File: src/design/phase_lock_pkg.sv
// constants for the phase-lock supervisor and interrupt unit
package phase_lock_pkg;
    // register offsets on the serial configuration port
    localparam logic [6:0] ADDR_INT_ENABLE  = 7'h03;
    localparam logic [6:0] ADDR_INT_STATUS  = 7'h04;
    localparam logic [6:0] ADDR_PARAM_UPD   = 7'h24;
    localparam logic [6:0] ADDR_SEARCH_TOL  = 7'h2f;
    localparam logic [6:0] ADDR_ALIGN_CTRL  = 7'h33;
    localparam logic [6:0] ADDR_PHASE_DIR   = 7'h39;
    localparam logic [6:0] ADDR_DELAY_UPPER = 7'h3a;
    localparam logic [6:0] ADDR_CMP_BOOST   = 7'h3e;

    // interrupt status and enable bit positions
    localparam int ST_PARITY     = 7;
    localparam int ST_SATURATION = 6;
    localparam int ST_UPD_SET    = 5;
    localparam int ST_UPD_CLR    = 4;
    localparam int ST_LOCK_ACQ   = 3;
    localparam int ST_LOCK_DROP  = 2;
    localparam logic [7:0] STATUS_MASK = 8'hfc;

    // field positions
    localparam int CTRL_ENABLE  = 0;
    localparam int CTRL_SAMPLE  = 3;
    localparam int CTRL_MODE_LO = 4;
    localparam int CTRL_SLOPE   = 6;
    localparam int PD_DELAY_LSB = 7;
    localparam int PD_DIR_LO    = 5;
    localparam int TOL_EXACT    = 7;
    localparam int TOL_TRACK_RST = 5;
    localparam int PU_BIT       = 7;

    // reset values
    localparam logic [7:0] RST_INT_ENABLE  = 8'h00;
    localparam logic [7:0] RST_INT_STATUS  = 8'h00;
    localparam logic [7:0] RST_PARAM_UPD   = 8'h00;
    localparam logic [7:0] RST_SEARCH_TOL  = 8'h00;
    localparam logic [7:0] RST_ALIGN_CTRL  = 8'h00;
    localparam logic [7:0] RST_PHASE_DIR   = 8'h00;
    localparam logic [7:0] RST_DELAY_UPPER = 8'h00;
    localparam logic [7:0] RST_CMP_BOOST   = 8'h08;

    // lock tracking limits
    localparam logic [4:0] LOCK_DROP_STEPS = 5'h05;
    localparam logic [4:0] LOOSE_WINDOW    = 5'h02;

    // serial frame: read flag, 7-bit address, 8 data bits
    localparam logic [4:0] SPI_INSTR_LAST = 5'h07;
    localparam logic [4:0] SPI_FRAME_LAST = 5'h0f;
endpackage

File: src/design/cfg_bus_if.sv
// register access carrier between serial port and register file
`timescale 1ns/10ps
interface cfg_bus_if;
    logic       wr_stb;
    logic [6:0] addr;
    logic [7:0] wdata;
    logic [7:0] rdata;
    modport port (output wr_stb, output addr, output wdata, input rdata);
    modport regs (input wr_stb, input addr, input wdata, output rdata);
endinterface

File: src/design/spi_config_port.sv
// serial configuration port slave, oversampled on the core clock
`timescale 1ns/10ps
module spi_config_port (
    // clock and reset
    input  wire logic clk_i,
    input  wire logic resetn_i,
    // serial pins
    input  wire logic cs_n_i,
    input  wire logic sclk_i,
    input  wire logic sdi_i,
    output logic      sdo_o,
    output logic      sdo_oe_o,
    // register side
    cfg_bus_if.port   bus
);
    logic       cs_s1, cs_s2, sclk_s1, sclk_s2, sclk_s3, sdi_s1, sdi_s2;
    logic [4:0] bit_cnt;
    logic [6:0] shreg;
    logic [7:0] out_sh;
    logic       is_read;
    logic       load_rd;
    logic       rise, fall;

    // pins are asynchronous to clk_i: two stages before use
    always_ff @(posedge clk_i or negedge resetn_i) begin
        if (!resetn_i) begin
            cs_s1   <= 1'b1;
            cs_s2   <= 1'b1;
            sclk_s1 <= 1'b0;
            sclk_s2 <= 1'b0;
            sclk_s3 <= 1'b0;
            sdi_s1  <= 1'b0;
            sdi_s2  <= 1'b0;
        end else begin
            cs_s1   <= cs_n_i;
            cs_s2   <= cs_s1;
            sclk_s1 <= sclk_i;
            sclk_s2 <= sclk_s1;
            sclk_s3 <= sclk_s2;
            sdi_s1  <= sdi_i;
            sdi_s2  <= sdi_s1;
        end
    end

    assign rise = sclk_s2 & ~sclk_s3 & ~cs_s2;
    assign fall = ~sclk_s2 & sclk_s3 & ~cs_s2;

    // frame shifter; bits past the sixteenth are ignored
    always_ff @(posedge clk_i or negedge resetn_i) begin
        if (!resetn_i) begin
            bit_cnt    <= 5'h00;
            shreg      <= 7'h00;
            is_read    <= 1'b0;
            load_rd    <= 1'b0;
            bus.addr   <= 7'h00;
            bus.wdata  <= 8'h00;
            bus.wr_stb <= 1'b0;
        end else begin
            bus.wr_stb <= 1'b0;
            load_rd    <= 1'b0;
            if (cs_s2) begin
                bit_cnt <= 5'h00;
            end else if (rise) begin
                shreg <= {shreg[5:0], sdi_s2};
                if (bit_cnt != 5'h1f) begin
                    bit_cnt <= bit_cnt + 5'h01;
                end
                if (bit_cnt == phase_lock_pkg::SPI_INSTR_LAST) begin
                    is_read  <= shreg[6];
                    bus.addr <= {shreg[5:0], sdi_s2};
                    load_rd  <= shreg[6];
                end
                if (bit_cnt == phase_lock_pkg::SPI_FRAME_LAST && !is_read) begin
                    bus.wdata  <= {shreg, sdi_s2};
                    bus.wr_stb <= 1'b1;
                end
            end
        end
    end

    // read data leaves msb first; each fall presents the bit that the next rise takes,
    // so the fall right after the address must not skip bit 7
    always_ff @(posedge clk_i or negedge resetn_i) begin
        if (!resetn_i) begin
            out_sh   <= 8'h00;
            sdo_o    <= 1'b0;
            sdo_oe_o <= 1'b0;
        end else if (cs_s2) begin
            sdo_oe_o <= 1'b0;
            sdo_o    <= 1'b0;
        end else if (load_rd) begin
            out_sh   <= bus.rdata;
            sdo_o    <= bus.rdata[7];
            sdo_oe_o <= 1'b1;
        end else if (fall && sdo_oe_o) begin
            out_sh <= {out_sh[6:0], 1'b0};
            sdo_o  <= out_sh[7];
        end
    end

    a_write_pulse: assert property (@(posedge clk_i) disable iff (!resetn_i)
        bus.wr_stb |=> !bus.wr_stb) else $error("write strobe longer than one cycle");
endmodule

File: src/design/phase_lock_irq_startup.sv
// phase alignment supervisor: config registers, lock flags and interrupt unit
`timescale 1ns/10ps
// Operation
// - setting the control enable bit starts search then track.
// - after lock, status shows acquired set, dropped clear, phase reads 14.
// - only a rising sample bit refreshes readback; holding high does not.
// - parity and saturation faults raise interrupt events.
// - update bit set and clear each raise an event once registered.
// - dropped fires only after acquired was set; acquired fires on lock.
// - each interrupt source has its own enable bit.
// - status readable; single pin says only that something happened.
// - writing one to a status bit clears it.
// - acquired set and phase off by more than five: clear it, set dropped.
// - acquired is status bit 3, dropped is status bit 2.
// - after a sample edge, delay and phase fields read locked values.
module phase_lock_irq_startup (
    // clock and reset
    input  wire logic       clk_i,
    input  wire logic       resetn_i,
    // serial configuration port
    input  wire logic       spi_cs_n_i,
    input  wire logic       spi_sclk_i,
    input  wire logic       spi_sdi_i,
    output logic            spi_sdo_o,
    output logic            spi_sdo_oe_o,
    // alignment core measurements
    input  wire logic [4:0] meas_phase_i,
    input  wire logic [8:0] meas_delay_i,
    input  wire logic       phase_valid_i,
    // datapath fault events
    input  wire logic       parity_error_i,
    input  wire logic       saturation_error_i,
    // alignment core configuration
    output logic            align_enable_o,
    output logic [1:0]      align_mode_o,
    output logic            search_slope_o,
    output logic [1:0]      search_dir_o,
    output logic [4:0]      target_phase_o,
    output logic [8:0]      start_delay_o,
    output logic [4:0]      guard_band_o,
    output logic            search_exact_o,
    output logic            track_reset_o,
    output logic [7:0]      comparator_boost_o,
    output logic            param_update_o,
    // interrupt pin
    output logic            irq_o
);
    cfg_bus_if bus ();

    logic [7:0] interrupt_enable;
    logic [7:0] interrupt_status_clear;
    logic [7:0] parameter_update;
    logic [7:0] search_tolerance_guard;
    logic [7:0] align_control;
    logic [7:0] search_phase_direction;
    logic [7:0] delay_upper;
    logic [7:0] comparator_boost;
    logic [7:0] next_status;
    logic [7:0] events;
    logic [7:0] clear_bits;
    logic       update_seen, update_reg;
    logic       locked, lock_hit, lock_fail;
    logic       lock_acquired, lock_dropped;
    logic       sample_q, sample_rise;
    logic [4:0] snap_phase;
    logic [8:0] snap_delay;
    logic [4:0] phase_dist;
    logic       show_locked;
    logic       irq;

    function automatic logic wr_to(input logic [6:0] a);
        return bus.wr_stb && (bus.addr == a);
    endfunction

    function automatic logic [4:0] phase_distance(input logic [4:0] a, input logic [4:0] b);
        return (a > b) ? 5'(a - b) : 5'(b - a);
    endfunction

    spi_config_port u_spi (
        .clk_i    (clk_i),
        .resetn_i (resetn_i),
        .cs_n_i   (spi_cs_n_i),
        .sclk_i   (spi_sclk_i),
        .sdi_i    (spi_sdi_i),
        .sdo_o    (spi_sdo_o),
        .sdo_oe_o (spi_sdo_oe_o),
        .bus      (bus.port)
    );

    // plain configuration registers
    always_ff @(posedge clk_i or negedge resetn_i) begin
        if (!resetn_i) begin
            interrupt_enable       <= phase_lock_pkg::RST_INT_ENABLE;
            parameter_update       <= phase_lock_pkg::RST_PARAM_UPD;
            search_tolerance_guard <= phase_lock_pkg::RST_SEARCH_TOL;
            align_control          <= phase_lock_pkg::RST_ALIGN_CTRL;
            search_phase_direction <= phase_lock_pkg::RST_PHASE_DIR;
            delay_upper            <= phase_lock_pkg::RST_DELAY_UPPER;
            comparator_boost       <= phase_lock_pkg::RST_CMP_BOOST;
        end else begin
            if (wr_to(phase_lock_pkg::ADDR_INT_ENABLE)) begin
                interrupt_enable <= bus.wdata;
            end
            if (wr_to(phase_lock_pkg::ADDR_PARAM_UPD)) begin
                parameter_update <= bus.wdata;
            end
            if (wr_to(phase_lock_pkg::ADDR_SEARCH_TOL)) begin
                search_tolerance_guard <= bus.wdata;
            end
            if (wr_to(phase_lock_pkg::ADDR_ALIGN_CTRL)) begin
                align_control <= bus.wdata;
            end
            if (wr_to(phase_lock_pkg::ADDR_PHASE_DIR)) begin
                search_phase_direction <= bus.wdata;
            end
            if (wr_to(phase_lock_pkg::ADDR_DELAY_UPPER)) begin
                delay_upper <= bus.wdata;
            end
            if (wr_to(phase_lock_pkg::ADDR_CMP_BOOST)) begin
                comparator_boost <= bus.wdata;
            end
        end
    end

    assign align_enable_o     = align_control[phase_lock_pkg::CTRL_ENABLE];
    assign align_mode_o       = align_control[phase_lock_pkg::CTRL_MODE_LO +: 2];
    assign search_slope_o     = align_control[phase_lock_pkg::CTRL_SLOPE];
    assign search_dir_o       = search_phase_direction[phase_lock_pkg::PD_DIR_LO +: 2];
    assign target_phase_o     = search_phase_direction[4:0];
    assign start_delay_o      = {delay_upper, search_phase_direction[phase_lock_pkg::PD_DELAY_LSB]};
    assign guard_band_o       = search_tolerance_guard[4:0];
    assign search_exact_o     = search_tolerance_guard[phase_lock_pkg::TOL_EXACT];
    assign track_reset_o      = search_tolerance_guard[phase_lock_pkg::TOL_TRACK_RST];
    assign comparator_boost_o = comparator_boost;
    assign param_update_o     = parameter_update[phase_lock_pkg::PU_BIT];

    // events come from the registered copy, not the raw write
    always_ff @(posedge clk_i or negedge resetn_i) begin
        if (!resetn_i) begin
            update_reg  <= 1'b0;
            update_seen <= 1'b0;
        end else begin
            update_reg  <= parameter_update[phase_lock_pkg::PU_BIT];
            update_seen <= update_reg;
        end
    end

    // loose search accepts a phase within two codes of the target
    assign phase_dist = phase_distance(meas_phase_i, target_phase_o);
    assign lock_hit   = align_enable_o && phase_valid_i &&
                        (search_exact_o ? (phase_dist == 5'h00)
                                        : (phase_dist <= phase_lock_pkg::LOOSE_WINDOW));
    assign lock_fail  = locked && phase_valid_i && (phase_dist > phase_lock_pkg::LOCK_DROP_STEPS);

    always_ff @(posedge clk_i or negedge resetn_i) begin
        if (!resetn_i) begin
            locked <= 1'b0;
        end else if (!align_enable_o || lock_fail) begin
            locked <= 1'b0;
        end else if (lock_hit) begin
            locked <= 1'b1;
        end
    end

    // dropped only counts after acquired was flagged
    assign lock_acquired = lock_hit && !locked;
    assign lock_dropped  = lock_fail && interrupt_status_clear[phase_lock_pkg::ST_LOCK_ACQ];

    // fault and lock events into status
    always_comb begin
        events = 8'h00;
        events[phase_lock_pkg::ST_PARITY]     = parity_error_i;
        events[phase_lock_pkg::ST_SATURATION] = saturation_error_i;
        events[phase_lock_pkg::ST_UPD_SET]    = update_reg && !update_seen;
        events[phase_lock_pkg::ST_UPD_CLR]    = !update_reg && update_seen;
        events[phase_lock_pkg::ST_LOCK_ACQ]   = lock_acquired;
        events[phase_lock_pkg::ST_LOCK_DROP]  = lock_dropped;
    end

    // write one clears; a same-cycle event still wins
    always_comb begin
        clear_bits  = wr_to(phase_lock_pkg::ADDR_INT_STATUS) ? bus.wdata : 8'h00;
        next_status = ((interrupt_status_clear & ~clear_bits) | events)
                      & phase_lock_pkg::STATUS_MASK;
        // losing lock withdraws the acquired flag
        if (lock_dropped) begin
            next_status[phase_lock_pkg::ST_LOCK_ACQ] = 1'b0;
        end
    end

    // status bit layout, acquired 3 and dropped 2
    always_ff @(posedge clk_i or negedge resetn_i) begin
        if (!resetn_i) begin
            interrupt_status_clear <= phase_lock_pkg::RST_INT_STATUS;
        end else begin
            interrupt_status_clear <= next_status;
        end
    end

    // one pin for all sources, registered for a clean edge
    always_ff @(posedge clk_i or negedge resetn_i) begin
        if (!resetn_i) begin
            irq <= 1'b0;
        end else begin
            irq <= |(interrupt_status_clear & interrupt_enable);
        end
    end

    assign irq_o = irq;

    // capture only on the rising sample bit
    always_ff @(posedge clk_i or negedge resetn_i) begin
        if (!resetn_i) begin
            sample_q <= 1'b0;
        end else begin
            sample_q <= align_control[phase_lock_pkg::CTRL_SAMPLE];
        end
    end

    assign sample_rise = align_control[phase_lock_pkg::CTRL_SAMPLE] && !sample_q;

    // snapshot of the locked delay and phase
    always_ff @(posedge clk_i or negedge resetn_i) begin
        if (!resetn_i) begin
            snap_phase  <= 5'h00;
            snap_delay  <= 9'h000;
            show_locked <= 1'b0;
        end else if (sample_rise) begin
            snap_phase  <= meas_phase_i;
            snap_delay  <= meas_delay_i;
            show_locked <= 1'b1;
        end else if (wr_to(phase_lock_pkg::ADDR_PHASE_DIR) ||
                     wr_to(phase_lock_pkg::ADDR_DELAY_UPPER)) begin
            show_locked <= 1'b0;
        end
    end

    // readback of status and locked phase
    always_comb begin
        unique case (bus.addr)
            phase_lock_pkg::ADDR_INT_ENABLE:  bus.rdata = interrupt_enable;
            phase_lock_pkg::ADDR_INT_STATUS:  bus.rdata = interrupt_status_clear;
            phase_lock_pkg::ADDR_PARAM_UPD:   bus.rdata = parameter_update;
            phase_lock_pkg::ADDR_SEARCH_TOL:  bus.rdata = search_tolerance_guard;
            phase_lock_pkg::ADDR_ALIGN_CTRL:  bus.rdata = align_control;
            phase_lock_pkg::ADDR_PHASE_DIR:   bus.rdata = show_locked ?
                {snap_delay[0], search_dir_o, snap_phase} : search_phase_direction;
            phase_lock_pkg::ADDR_DELAY_UPPER: bus.rdata = show_locked ?
                snap_delay[8:1] : delay_upper;
            phase_lock_pkg::ADDR_CMP_BOOST:   bus.rdata = comparator_boost;
            default:                          bus.rdata = 8'h00;
        endcase
    end

    // checks
    a_enable_starts: assert property (@(posedge clk_i) disable iff (!resetn_i)
        (wr_to(phase_lock_pkg::ADDR_ALIGN_CTRL) && bus.wdata[0]) |=> align_enable_o)
        else $error("enable write did not start controller");
    a_acq_sets: assert property (@(posedge clk_i) disable iff (!resetn_i)
        lock_acquired |=> interrupt_status_clear[3]) else $error("lock acquired not flagged");
    a_drop_needs_acq: assert property (@(posedge clk_i) disable iff (!resetn_i)
        $rose(interrupt_status_clear[2]) |-> $past(interrupt_status_clear[3]))
        else $error("lock dropped without prior acquired");
    a_drop_clears_acq: assert property (@(posedge clk_i) disable iff (!resetn_i)
        lock_dropped |=> !interrupt_status_clear[3] && interrupt_status_clear[2])
        else $error("lock loss not reflected in status");
    a_w1c_clears: assert property (@(posedge clk_i) disable iff (!resetn_i)
        (wr_to(phase_lock_pkg::ADDR_INT_STATUS) && bus.wdata[2] && !lock_dropped)
        |=> !interrupt_status_clear[2]) else $error("write one did not clear status");
    a_parity_evt: assert property (@(posedge clk_i) disable iff (!resetn_i)
        parity_error_i |=> interrupt_status_clear[7]) else $error("parity fault lost");
    a_sat_evt: assert property (@(posedge clk_i) disable iff (!resetn_i)
        saturation_error_i |=> interrupt_status_clear[6]) else $error("saturation fault lost");
    a_upd_set_evt: assert property (@(posedge clk_i) disable iff (!resetn_i)
        $rose(update_reg) |=> interrupt_status_clear[5]) else $error("update set event lost");
    a_upd_clr_evt: assert property (@(posedge clk_i) disable iff (!resetn_i)
        $fell(update_reg) |=> interrupt_status_clear[4]) else $error("update clear event lost");
    a_irq_follows: assert property (@(posedge clk_i) disable iff (!resetn_i)
        (|(interrupt_status_clear & interrupt_enable)) |=> irq_o)
        else $error("interrupt pin missed enabled status");
    a_irq_masked: assert property (@(posedge clk_i) disable iff (!resetn_i)
        !(|(interrupt_status_clear & interrupt_enable)) |=> !irq_o)
        else $error("interrupt pin high with nothing enabled");
    a_sample_hold: assert property (@(posedge clk_i) disable iff (!resetn_i)
        (align_control[3] && sample_q) |=> $stable(snap_phase) && $stable(snap_delay))
        else $error("readback refreshed while sample held high");
    a_sample_take: assert property (@(posedge clk_i) disable iff (!resetn_i)
        sample_rise |=> show_locked && snap_phase == $past(meas_phase_i))
        else $error("sample edge did not capture phase");
endmodule

File: config.mk
export PLATFORM = sky130hd
export DESIGN_NAME = phase_lock_irq_startup
export DESIGN_NICKNAME = d
export VERILOG_FILES = /design/src/design/phase_lock_pkg.sv /design/src/design/cfg_bus_if.sv /design/src/design/spi_config_port.sv /design/src/design/phase_lock_irq_startup.sv
export SDC_FILE = /design/constraint.sdc
export NUM_CORES = 1
export LEC_CHECK = 0
export ABC_AREA = 1
export ABC_CLOCK_PERIOD_IN_PS = 4600
export BUFFER_PORTS_ARGS = -buffer_cell sky130_fd_sc_hd__buf_2
export CAP_MARGIN = 20
export CELL_PAD_IN_SITES_DETAIL_PLACEMENT = 0
export CELL_PAD_IN_SITES_GLOBAL_PLACEMENT = 2
export CORE_ASPECT_RATIO = 0.5
export CORE_MARGIN = 2
export CORE_UTILIZATION = 39
export CTS_CLUSTER_DIAMETER = 40
export DETAILED_ROUTE_END_ITERATION = 7
export PLACE_DENSITY_LB_ADDON = 0.08
export SLEW_MARGIN = 25
export SYNTH_ARGS = -nofsm -noshare
export SYNTH_HDL_FRONTEND = slang
export SYNTH_SLANG_ARGS = --single-unit
File: constraint.sdc
create_clock -name clk_i -period 4.6 [get_ports clk_i]
set_clock_uncertainty 0.2 [all_clocks]
set_input_delay 0 -clock clk_i [delete_from_list [all_inputs] [get_ports clk_i]]
set_output_delay 0 -clock clk_i [all_outputs]
set_load 0.005 [all_outputs]
==> impl_results.rst <==
.. list-table::
   :header-rows: 1

   * - Metric
     - Value
   * - Iteration-0 DRC count of the detailed router
     - 441
   * - TritonCTS clock tree
     - done
   * - Worst Reg-to-Reg Cells
     - 14
   * - Crit path time final
     - around 2.3 ns
   * - Total clock buffers created by CTS
     - 17
   * - Source-to-sink clock delay at the later pin of the worst-skew pair
     - 0.42 ns
   * - Maximum number of pins on one net before global-route repair
     - 88
   * - Die ar.
     - around 17000 um2
   * - Accumulated negative setup slack
     - 0 ns
   * - Detailed Place HPWL
     - 12.4 mm
   * - Maximum clock path buffer count
     - 2
   * - Core region area
     - between 15000 and 20000 um2
   * - Clock Pin Slew Worst Setup and Hold Paths
     - 0.07 ns
   * - Portion of the post-synthesis area used by sequential elements
     - 52.4%
   * - Clock net sink count
     - 129
   * - Synth-to-Final Area Change
     - 20.1%
   * - Antenna violations before repair
     - 0
   * - Via count of the first global-routing pass
     - 4991
   * - Routed length per placed instance
     - 17.2 um
   * - Final Hold Viols
     - 0
   * - Static leakage power
     - 3.54 nW
   * - Synth area leaders
     - dfrtp_1 (51%), nand2_1 (11%), o21ai_0 (8.3%), inv_1 (5.3%), a21oi_1 (2.6%)
   * - Setup repair after global routing missed its margin
     - no
   * - Vertical die dimension
     - 92.9 um
   * - Fin. max-slew vios
     - 0
   * - Root Buffer Master
     - clkbuf_16
   * - Most used standard cell by instance count after synthesis
     - nand2_1
   * - Syn. warnings
     - 0
   * - Cells after Synth
     - 713
   * - Detailed-route wire length
     - ~17 mm
   * - Headroom to the max-slew limit
     - a little under half
   * - Crit path launch type
     - flip-flop
   * - Post-synthesis instance area
     - 6170 um2
   * - Die Span X
     - 182 um
   * - Worst Max-Slew Pin Slew
     - 0.815 ns
   * - Achievable frequency
     - about 430 MHz
   * - Num ports
     - 61
   * - Mean instance size in the synthesized netlist
     - 8.65 um2
   * - Remaining Overflow, GRT
     - 0
   * - Result of the run
     - complete, no violations
   * - 1st-pass router iterations
     - 5
   * - Maximum vdd drop
     - 0.253 mV
   * - Number of synthesized flops with an enable pin
     - 0
   * - Number of synthesized register bits
     - between 100 and 150
   * - Leading post-synthesis cells by instance count
     - nand2_1 (186), dfrtp_1 (126), o21ai_0 (102)
   * - Number of inserted diodes
     - 0
   * - Total via count in the routed design
     - 4964
   * - Required time of the worst setup path
     - 4.75 ns
   * - Most frequent CP cell
     - nand2_1
   * - Initial Utilization
     - about 40%
   * - Proportion of layout cells with a drive suffix above 1
     - 16.1%
   * - H-tree levels
     - 4
   * - Yosys top cell area share
     - between 50 and 60%
   * - Standard-cell rows
     - 32
   * - Largest register by flop count
     - snap_delay
   * - Number of nets with antenna violations after routing
     - 0
   * - Number of buffers added on ports
     - 60
   * - Critical path's slowest cell
     - dfrtp_1
   * - Endpoint type of the worst setup path
     - flip-flop
   * - Async set-or-reset flop fraction in the synthesized netlist
     - 100%
   * - First-pass GRT wire length
     - 27.9 mm
   * - Sequence of cells on the critical path
     - ha_1 -> nand2_1 -> inv_2 -> nand2_1 -> nand3_2 -> nand2_4 -> nand2_1 -> nand2_1 -> inv_1 -> nor2_1 -> nand2_1 -> nand2_1 -> nor2_1 -> a21oi_1
   * - Class of the most critical hold timing path
     - in -> async
   * - Biggest cell delay along the critical path
     - 0.41 ns
   * - Nets@finish
     - 826
   * - Mapped Nets
     - 749
   * - Placer's final routability congestion estimate
     - 0.850
   * - Count of distinct cell types in the synthesized netlist
     - 40
   * - PwrDens
     - 368 nW/um2
   * - Post-CTS Resized
     - 0
   * - Library cell occupying the most area in the post-synthesis netlist
     - dfrtp_1
   * - Final number of setup-violating endpoints
     - 0
   * - Dominant synthesized flop cell
     - dfrtp_1
   * - Max_cap viols
     - 0
   * - Pwr Total
     - roughly 2.7 mW
   * - Average via count per standard cell
     - 4.93
   * - Global routing usage summed across all routing layers
     - 22.1%
   * - Final worst path period share
     - 51.0%
   * - Arrival time worst endpoint
     - 2.49 ns
   * - Worst-path maximum fanout
     - 8
   * - Type of the setup path with the least slack
     - reg -> reg
   * - Flip-flop count of the largest register after layout
     - 9
   * - Count of unresolved DRC violations after routing
     - 0
==> critical path, delay by kind of cell (launching register included) <==
family	cells	cell delay (ns)
adder cells (fa/ha/maj)	1	0.41
flip-flops	1	0.41
AND/OR/NAND/NOR	10	1.01
buffers and inverters	2	0.10
AO/OA/AOI/OAI	1	0.12
==> cell families (layout without fill, tap and decap cells) <==
family	after synthesis	count (layout)	synth area share (%)
xor+xnor	2	2	0.284
buf+inv	116	206	8.26
mux	10	10	1.83
fa+ha+maj	14	14	3.08
flops	129	129	52.4
simple gates	279	279	19.9
compound gates	163	163	14.2
==> routing by layer <==
metal	global-route usage, %	wire, um	part of all wire (%)	up-vias
li1	-	-	-	2457
met3	4.88	838	4.8	14
met2	32.1	7320	42	107
met1	33.0	8970	52	2386
met4	6.50	182	1.1	0
met5	0	0	0	-
==> where the power goes <==
group	internal (mW)	switching [mW]
clock	0.900	0.533
sequential	1.16	0.0177
combinational	0.0440	0.0694
==> cell type report <==
class,count,area [um2]
Clock inverter,11,153
Sequential cell,129,3230
Fill cell,1550,8010
Multi-Input combinational cell,468,2420
Inverter,92,345
Timing Repair Buffer,82,524
Clock buffer,21,470
Tap cell,204,255
==> final timing paths <==
kind	startpoint	endpoint	slack, ns
setup / recovery	search_phase_direction[3]$_DFFE_PN0P_	interrupt_status_clear[3]$_DFF_PN0_	2.26
hold / removal	resetn_i	u_spi.sdi_s2$_DFF_PN0_	0.02
setup reg to reg	search_phase_direction[3]$_DFFE_PN0P_	interrupt_status_clear[3]$_DFF_PN0_	2.26
hold reg to reg	u_spi.sclk_s1$_DFF_PN0_	u_spi.sclk_s2$_DFF_PN0_	0.15
max in group asynchronous	resetn_i	snap_phase[4]$_DFFE_PN0P_	3.08
min in group clk_i	spi_cs_n_i	u_spi.cs_s1$_DFF_PN1_	0.02
==> cell usage in the layout (no fill, tap or decap), drive strengths merged, types with 4 or more instances in the layout <==
cell type	count
a21oi	32
inv	92
nor2	49
o22ai	17
nand2	193
clkinv	5
a22o	5
nand3	23
mux2	10
ha	12
clkbuf	21
dfrtp	126
nand4	4
dlygate4sd3	21
buf	61
o21ai	102
==> metrics by stage <==
step                      hold slack [ns]  instances  instance area, um2  util [%]  worst slack (ns)
after floorplan                    -0.496        713                6170         -              2.59
after global placement            -0.0934        954                6570      42.6              2.29
after detailed placement          -0.0903        954                6570      42.6              2.26
after CTS                         0.00150       1007                7400      48.0              2.23
after global routing               0.0193       1007                7400      48.0              1.99
final                              0.0229       1007                7400      48.0              2.26
==> repair_timing <==
action                                 CTS  global route
hold buffers                            21             0
endpoints found under the hold margin  108             0
buffers inserted                         0             0
Power figures use the tool's default switching activity.
